[src/verilog/cfg_port_regs.vh]
// constants for the configuration-space control port
// assumes inclusion by the port logic and the internal register bank
`ifndef CFG_PORT_REGS_VH
`define CFG_PORT_REGS_VH

// ***************************
// configuration-space offsets
// ***************************
`define OFS_CONNECT_CMD 8'h00
`define OFS_CONNECT_STATUS 8'h04
`define OFS_DATA 8'h08
`define OFS_STATUS 8'h0C

// ***************************
// field positions
// ***************************
`define BIT_CONNECT 0
`define BIT_SEND_FULL 0
`define BIT_DATA_VALID 1
`define BIT_HDR_CMD 7
`define HDR_COUNT_MSB 6

// ***************************
// reset values and codes
// ***************************
`define RST_WORD 32'h0000_0000
`define RST_COUNT 7'h00
`define RST_BYTE 8'h00
`define CMD_WRITE 1'b1
`define STATUS_OK 8'h00
`define STATUS_FUNC_ERR 8'h01
`define COUNT_ONE 7'h01

// ***************************
// internal register numbers
// ***************************
`define IREG_DUMMY 8'h00
`define IREG_SCRATCH 8'h01
`define IREG_BLOCKS 8'h02
`define BLOCKS_ONE 16'h0001
`define RST_BLOCKS 16'h0000

`endif

[src/verilog/card_reg_bank.v]
// internal card registers reached through the data register
// assumes the port logic hands it one selected register number at a time
`timescale 1ns/1ps
`default_nettype none
`include "cfg_port_regs.vh"

module card_reg_bank (
   // clock and reset
   input wire core_clk,
   input wire rst,
   input wire ce,
   // access from the transfer engine
   input wire [7:0] sel,
   input wire wr,
   input wire [31:0] wdata,
   input wire block_done,
   output reg [31:0] rdata,
   output reg bad_write,
   output reg bad_read
);

   reg [31:0] dummy_reg;
   reg [31:0] scratch_reg;
   reg [15:0] blocks_reg;

   // ***************************
   // storage
   // ***************************
   always @(posedge core_clk or posedge rst) begin
      if (rst) begin
         dummy_reg <= `RST_WORD;
         scratch_reg <= `RST_WORD;
         blocks_reg <= `RST_BLOCKS;
      end else if (ce) begin
         if (wr && sel == `IREG_DUMMY) begin
            dummy_reg <= wdata;
         end
         if (wr && sel == `IREG_SCRATCH) begin
            scratch_reg <= wdata;
         end
         if (block_done) begin
            blocks_reg <= blocks_reg + `BLOCKS_ONE;
         end
      end
   end

   // ***************************
   // decode
   // ***************************
   always @* begin
      rdata = `RST_WORD;
      bad_write = 1'b0;
      bad_read = 1'b0;
      case (sel)
         `IREG_DUMMY: rdata = dummy_reg;
         `IREG_SCRATCH: rdata = scratch_reg;
         `IREG_BLOCKS: begin
            rdata = {16'h0000, blocks_reg};
            bad_write = 1'b1; // counter is read-only
         end
         default: begin
            bad_write = 1'b1;
            bad_read = 1'b1;
         end
      endcase
   end

endmodule // card_reg_bank

`default_nettype wire

[src/verilog/cfg_space_port.v]
// configuration-space control port: connect handshake, data and status registers
// assumes host config cycles arrive as synchronous strobes with byte enables
// Function
// - card sets acknowledge on accepted connect, clears it on withdrawal.
// - exactly one data register and one handshake status register.
// - data register is 32 bits, accessed byte, word or dword.
// - status shows room for another write and data ready to read.
// - register number written to data register selects, not payload.
// - every internal access goes through the same data register.
// - card returns a status value after every block.
// - a dummy internal register accepts writes for path checks.
// - header byte: count in bits 6:0, bit 7 write command.
// - host writes data only when send-full clear; card clears send-full the next cycle in every state.
// - host reads data after valid set, clears valid by writing one.
// - status byte is zero on success, non-zero on functional error.
`timescale 1ns/1ps
`default_nettype none
`include "cfg_port_regs.vh"

module cfg_space_port (
   // clock and reset
   input wire core_clk,
   input wire rst,
   input wire ce,
   // configuration access port
   input wire [7:0] addr,
   input wire [31:0] wdata,
   input wire [3:0] byte_en,
   input wire wr_stb,
   input wire rd_stb,
   output reg [31:0] rdata
);

   // ***************************
   // engine states
   // ***************************
   localparam [2:0] ST_HEADER = 3'h0;
   localparam [2:0] ST_REGNO = 3'h1;
   localparam [2:0] ST_WRITE = 3'h2;
   localparam [2:0] ST_RD_LOAD = 3'h3;
   localparam [2:0] ST_RD_WAIT = 3'h4;
   localparam [2:0] ST_STAT_LOAD = 3'h5;
   localparam [2:0] ST_STAT_WAIT = 3'h6;

   reg connect_cmd_reg;
   reg ack_reg;
   reg send_full_reg;
   reg data_valid_reg;
   reg [31:0] data_in_reg;
   reg [31:0] data_out_reg;
   reg [2:0] state_reg;
   reg [6:0] count_reg;
   reg hdr_write_reg;
   reg [7:0] sel_reg;
   reg err_reg;

   wire [31:0] lane_mask;
   wire [31:0] masked_wdata;
   wire [31:0] bank_rdata;
   wire bank_bad_write;
   wire bank_bad_read;
   wire wr_data;
   wire wr_status;
   wire consume;
   wire bank_wr;
   wire block_done;
   wire valid_set;
   wire valid_clr;

   // ***************************
   // bus decode
   // ***************************
   genvar g;
   generate
      for (g = 0; g < 4; g = g + 1) begin : g_lane
         assign lane_mask[8*g+7:8*g] = {8{byte_en[g]}};
      end
   endgenerate

   assign masked_wdata = wdata & lane_mask;
   assign wr_data = wr_stb && addr == `OFS_DATA && ack_reg && !send_full_reg;
   assign wr_status = wr_stb && addr == `OFS_STATUS && byte_en[0];
   assign consume = send_full_reg && ack_reg;
   assign bank_wr = consume && state_reg == ST_WRITE && !bank_bad_write;
   assign block_done = state_reg == ST_STAT_WAIT && valid_clr;
   assign valid_set = state_reg == ST_RD_LOAD || state_reg == ST_STAT_LOAD;
   assign valid_clr = wr_status && wdata[`BIT_DATA_VALID];

   // ***************************
   // connection handshake
   // ***************************
   always @(posedge core_clk or posedge rst) begin
      if (rst) begin
         connect_cmd_reg <= 1'b0;
         ack_reg <= 1'b0;
      end else if (ce) begin
         if (wr_stb && addr == `OFS_CONNECT_CMD && byte_en[0]) begin
            connect_cmd_reg <= wdata[`BIT_CONNECT];
         end
         // one cycle to accept or withdraw, leaves host polling room
         ack_reg <= connect_cmd_reg;
      end
   end

   // ***************************
   // data and status flags
   // ***************************
   always @(posedge core_clk or posedge rst) begin
      if (rst) begin
         send_full_reg <= 1'b0;
         data_valid_reg <= 1'b0;
         data_in_reg <= `RST_WORD;
      end else if (ce) begin
         if (!ack_reg) begin
            send_full_reg <= 1'b0;
            data_valid_reg <= 1'b0;
         end else begin
            if (wr_data) begin
               data_in_reg <= masked_wdata;
               send_full_reg <= 1'b1;
            end else if (consume) begin
               send_full_reg <= 1'b0;
            end
            // set wins over a clear landing in the same cycle
            if (valid_set) begin
               data_valid_reg <= 1'b1;
            end else if (valid_clr) begin
               data_valid_reg <= 1'b0;
            end
         end
      end
   end

   // ***************************
   // block transfer engine
   // ***************************
   always @(posedge core_clk or posedge rst) begin
      if (rst) begin
         state_reg <= ST_HEADER;
         count_reg <= `RST_COUNT;
         hdr_write_reg <= 1'b0;
         sel_reg <= `RST_BYTE;
         err_reg <= 1'b0;
         data_out_reg <= `RST_WORD;
      end else if (ce) begin
         if (!ack_reg) begin
            // a withdrawn session abandons any block in flight
            state_reg <= ST_HEADER;
         end else begin
            case (state_reg)
               ST_HEADER: begin
                  if (consume) begin
                     count_reg <= data_in_reg[`HDR_COUNT_MSB:0];
                     hdr_write_reg <= data_in_reg[`BIT_HDR_CMD] == `CMD_WRITE;
                     err_reg <= 1'b0;
                     state_reg <= ST_REGNO;
                  end
               end
               ST_REGNO: begin
                  if (consume) begin
                     sel_reg <= data_in_reg[7:0];
                     if (count_reg == `RST_COUNT) begin
                        state_reg <= ST_STAT_LOAD;
                     end else if (hdr_write_reg) begin
                        state_reg <= ST_WRITE;
                     end else begin
                        state_reg <= ST_RD_LOAD;
                     end
                  end
               end
               ST_WRITE: begin
                  if (consume) begin
                     if (bank_bad_write) begin
                        err_reg <= 1'b1;
                     end
                     count_reg <= count_reg - `COUNT_ONE;
                     if (count_reg == `COUNT_ONE) begin
                        state_reg <= ST_STAT_LOAD;
                     end
                  end
               end
               ST_RD_LOAD: begin
                  data_out_reg <= bank_rdata;
                  if (bank_bad_read) begin
                     err_reg <= 1'b1;
                  end
                  state_reg <= ST_RD_WAIT;
               end
               ST_RD_WAIT: begin
                  if (valid_clr) begin
                     count_reg <= count_reg - `COUNT_ONE;
                     if (count_reg == `COUNT_ONE) begin
                        state_reg <= ST_STAT_LOAD;
                     end else begin
                        state_reg <= ST_RD_LOAD;
                     end
                  end
               end
               ST_STAT_LOAD: begin
                  data_out_reg <= {24'h000000, err_reg ? `STATUS_FUNC_ERR : `STATUS_OK};
                  state_reg <= ST_STAT_WAIT;
               end
               ST_STAT_WAIT: begin
                  if (valid_clr) begin
                     state_reg <= ST_HEADER;
                  end
               end
               default: state_reg <= ST_HEADER;
            endcase
         end
      end
   end

   // ***************************
   // read-back
   // ***************************
   always @(posedge core_clk or posedge rst) begin
      if (rst) begin
         rdata <= `RST_WORD;
      end else if (ce) begin
         rdata <= `RST_WORD;
         if (rd_stb) begin
            case (addr)
               `OFS_CONNECT_CMD: rdata <= {31'h0, connect_cmd_reg};
               `OFS_CONNECT_STATUS: rdata <= {31'h0, ack_reg};
               `OFS_DATA: rdata <= data_out_reg;
               `OFS_STATUS: rdata <= {30'h0, data_valid_reg, send_full_reg};
               default: rdata <= `RST_WORD;
            endcase
         end
      end
   end

   // ***************************
   // internal registers
   // ***************************
   card_reg_bank u_bank (
      .core_clk(core_clk),
      .rst(rst),
      .ce(ce),
      .sel(sel_reg),
      .wr(bank_wr),
      .wdata(data_in_reg),
      .block_done(block_done),
      .rdata(bank_rdata),
      .bad_write(bank_bad_write),
      .bad_read(bank_bad_read)
   );

endmodule // cfg_space_port

`default_nettype wire

[config.mk]
export PLATFORM = sky130hd
export DESIGN_NAME = cfg_space_port
export DESIGN_NICKNAME = d
export VERILOG_FILES = /design/src/verilog/card_reg_bank.v /design/src/verilog/cfg_space_port.v
export VERILOG_INCLUDE_DIRS = /design/src /design/src/verilog
export SDC_FILE = /design/constraint.sdc
export NUM_CORES = 1
export LEC_CHECK = 0
export BUFFER_PORTS_ARGS = -buffer_cell sky130_fd_sc_hd__buf_2
export CORE_MARGIN = 1.5
export CORE_UTILIZATION = 25
export DETAILED_ROUTE_END_ITERATION = 7
export MAX_ROUTING_LAYER = met4
export PLACE_DENSITY_LB_ADDON = 0.2
export SETUP_SLACK_MARGIN = 0.15
export SLEW_MARGIN = 20
export SYNTH_ARGS = -nofsm -noshare
export SYNTH_HDL_FRONTEND = slang
export SYNTH_SLANG_ARGS = --single-unit
[constraint.sdc]
create_clock -name core_clk -period 18.9 [get_ports core_clk]
set_input_delay 2.835 -clock core_clk [delete_from_list [all_inputs] [get_ports core_clk]]
set_output_delay 2.835 -clock core_clk [all_outputs]
set_load 0.02 [all_outputs]
==> summary.txt <==
Clock tree
  – Clk buf depth: 2
  – Number of buffers created by CTS: 17
  – # Post-CTS Setup Buffers: 0
  – Hold-fix buffers, CTS: 0
  – Post_cts resized: 0
  – CTS tree: yes
  – Clock root cell: clkbuf_16
  – Clk sink count: 200
  – CTS clock-pin slew for the worst setup and hold paths: ~70 ps
  – H-tree Lvls: 4
  – Clk_lat worst skew: 440 ps

Pwr
  – Leakage power: 4.78 nW
  – Logic pwr share: 2.6%
  – Maximum VDD drop: 0.0000582 V
  – Sw Ratio: between 20% and 30%
  – Register share of total power: between 50% and 60%
  – Total Power: a little over 0.8 mW
  – Switching pwr: between 0.15 and 0.2 mW
  – Power Dens Cells: roughly 80 nW/µm²
  – Internal: about 0.63 mW
  – Clock Power Share: between 40% and 50%

Critical path
  – Critical path type: in -> reg
  – CP cell instances: buf_2 -> nor4_1 -> nand4_1 -> a2111oi_4 -> o21ai_0 -> a22o_1
  – CP startpoint kind: input port
  – Max incr delay on CP: between 800 and 900 ps
  – FF-to-FF path depth: 6
  – Slowest CP cell: a2111oi_4
  – CP Capture Type: flop
  – CP required: between 15000 and 20000 ps
  – Worst-path fanout max: 14
  – Worst EP arrival: 5090 ps

Synthesis
  – EDFF count, synth: 0
  – Syn_nets: 790
  – Largest family of logic cells by synthesized area: multiplexers
  – Yosys Warn Count: 0
  – Post-Syn Instances: 737
  – Register area share after synthesis: between 50% and 60%
  – Synth cell types: 51
  – Avg Cell Area, Syn: 11.9 µm²
  – FF+latch count, synth: 200
  – Post-Synth Adder-Cell Area: less than 1%
  – XOR/XNOR Fraction of Synth Area: 1.60%
  – Compound-gate portion of the synthesized area: between 10% and 20%
  – Mux cell area share after synthesis: around 15%
  – Post-Syn Area: just under 9000 µm²
  – Synth Area in Simple Gates: about a tenth
  – Most common flop cell mapped by yosys: dfrtp_1
  – FFs w/ async S/R, synth: 100%

Routing
  – Detailed Routing Iterations Pass 1: 4
  – Drt drc: 0
  – Iteration-0 DRC Markers: 278
  – ANT nets after route: 0
  – DRT Wirelength: between 20 and 25 mm
  – DR WL/cell: 16.9 µm
  – Via-to-Cell Ratio: ~4.4
  – Via count: between 5000 and 6000

Floorplan
  – Area of the core: 34500 µm²
  – Die ar.: 36200 µm²
  – Chip Width: roughly 190 µm
  – Die Ht: 190 µm
  – Starting Density: around a quarter
  – Ports: approximately 80
  – # rows: a little under 70

Finish
  – Nets: between 800 and 900
  – Area of the multi-input gates: approximately 3500 µm²
  – P&R area growth vs syn: 16.0%
  – Fillers: 3611
  – Antenna cells: 0
  – Total area of sequential cells: between 5000 and 6000 µm²
  – Proportion of layout cells with a drive suffix above 1: 26.0%

Timing
  – Rel. slew slack: 41.4%
  – Max-slew violations: 0
  – Max Clock Skew: approximately 10 ps
  – Fin crit period: about 4800 ps
  – Hold Fails Final Rpt: 0
  – Final setup violation count: 0
  – TNS Setup: 0 ps
  – RSZ-0062 raised after global routing: false
  – F_max: 210 MHz
  – Worst-Margin Slew: roughly 880 ps
  – Period utilisation layout: between 20% and 30%

Global routing
  – Number of global-route vias before repair: 5900
  – GRT Residual Overflow: 0
  – First-pass GRT wire length: around 35 mm
  – Largest net degree at the start of global routing: a little over 80
  – Initial antenna violation count: 1
  – GRT Overall Usage: about 13%

Hold path
  – Hold depth: 1
  – Worst hold path class: reg -> reg

Run status
  – Status: finished clean

Job
  – Max cap viols: 0

Placed design
  – Placer Congestion: roughly 0.73
  – DPL Wire Length: about 14 mm
  – PortBufs: 80
logic make-up (layout without fill, tap and decap cells):
family	count (synthesis)	after routing
AO/OA/AOI/OAI	153	153
XOR/XNOR	16	16
adder cells (fa/ha/maj)	4	4
buffers and inverters	59	133
flip-flops	200	200
multiplexers	112	112
AND/OR/NAND/NOR	193	193
per-layer routing:
metal | vias to the layer above | global-route usage, % | part of all wire (%)
met5 | - | - | 0
met4 | 0 | 4.06 | 2.0
met3 | 24 | 2.91 | 3.2
met2 | 66 | 19.9 | 46
met1 | 2789 | 17.0 | 49
li1 | 2723 | - | -
final cells by class:
class / instances / share of cell area, %
Sequential cell: 200 / 49.3
Clock inverter: 10 / 1.18
Multi-Input combinational cell: 478 / 34.3
Inverter: 11 / 0.480
Clock buffer: 21 / 4.43
Tap cell: 455 / 5.60
Timing Repair Buffer: 91 / 4.75
synthesized netlist by cell type, drive strengths merged (11+ instances only):
| library cell | instances | area [µm²] |
|---|---|---|
| clkbuf | 27 | 101 |
| nand2 | 117 | 439 |
| dfrtp | 200 | 5000 |
| mux2i | 33 | 330 |
| nor2 | 13 | 48.8 |
| a22o | 48 | 420 |
| mux2 | 78 | 991 |
| nand3 | 14 | 75.1 |
| buf | 21 | 151 |
| o21ai | 76 | 380 |
| xor2 | 11 | 96.3 |
power groups by stage:
stage | sequential [mW] | combinational (mW) | clock (mW)
after global placement | 0.436 | 0.0227 | 0
after floorplan | 0.436 | 0.0106 | 0
after CTS | 0.428 | 0.0226 | 0.377
after detailed placement | 0.436 | 0.0226 | 0
after global routing | 0.428 | 0.0248 | 0.394
final | 0.428 | 0.0212 | 0.365
cell usage in the layout (no fill, tap or decap), drive strengths merged, types with 2 or more instances in the layout:
cell type  synthesis  final
a21oi             10     10
a22o              48     48
a31oi              2      2
a32o               2      2
and2               5      5
and3               4      4
buf               21     91
bufinv             0      2
clkbuf            27     21
clkinv             1      5
clkinvlp           0      2
dfrtp            200    200
ha                 4      4
inv               10     12
mux2              78     78
mux2i             33     33
nand2            117    117
nand2b             4      4
nand3             14     14
nand4              5      5
nor2              13     13
nor2b              3      3
nor3              10     10
nor4               3      3
nor4b              5      5
o211ai             2      2
o21a               2      2
o21ai             76     76
o22ai              2      2
o2bb2ai            2      2
or3                4      4
xnor2              5      5
xor2              11     11
critical path: cells and delay by family:
kind,cells,cell delay (ps)
AND/OR/NAND/NOR,2,790
AO/OA/AOI/OAI,3,1370
buffers and inverters,1,90
per-stage QoR:
stage	setup slack, ps	cell area, µm²	cells	hold slack (ps)	utilization, %
3_3_place_gp	13720	9580	1235	464	27.7
5_1_grt	13970	10200	1266	495	29.4
4_1_cts	14160	10200	1266	476	29.4
6_report	14140	10200	1266	469	29.4
2_1_floorplan	10610	8760	737	441	-
3_5_place_dp	13680	9580	1235	466	27.7
final timing paths:
| path | endpoint | startpoint | slack, ps |
|---|---|---|---|
| min | u_bank.blocks_reg[15]$_DFFE_PP0P_ | u_bank.blocks_reg[15]$_DFFE_PP0P_ | 470 |
| max in group asynchronous | rdata[2]$_DFFE_PP0P_ | rst | 14430 |
| min reg2reg | u_bank.blocks_reg[15]$_DFFE_PP0P_ | u_bank.blocks_reg[15]$_DFFE_PP0P_ | 470 |
| max | count_reg[6]$_DFFE_PP0P_ | addr[1] | 14140 |
| max reg2reg | u_bank.dummy_reg[19]$_DFFE_PP0P_ | sel_reg[4]$_DFFE_PP0P_ | 16340 |
| min in group asynchronous | rdata[17]$_DFFE_PP0P_ | rst | 2440 |
(Power assumes the default switching activity.)
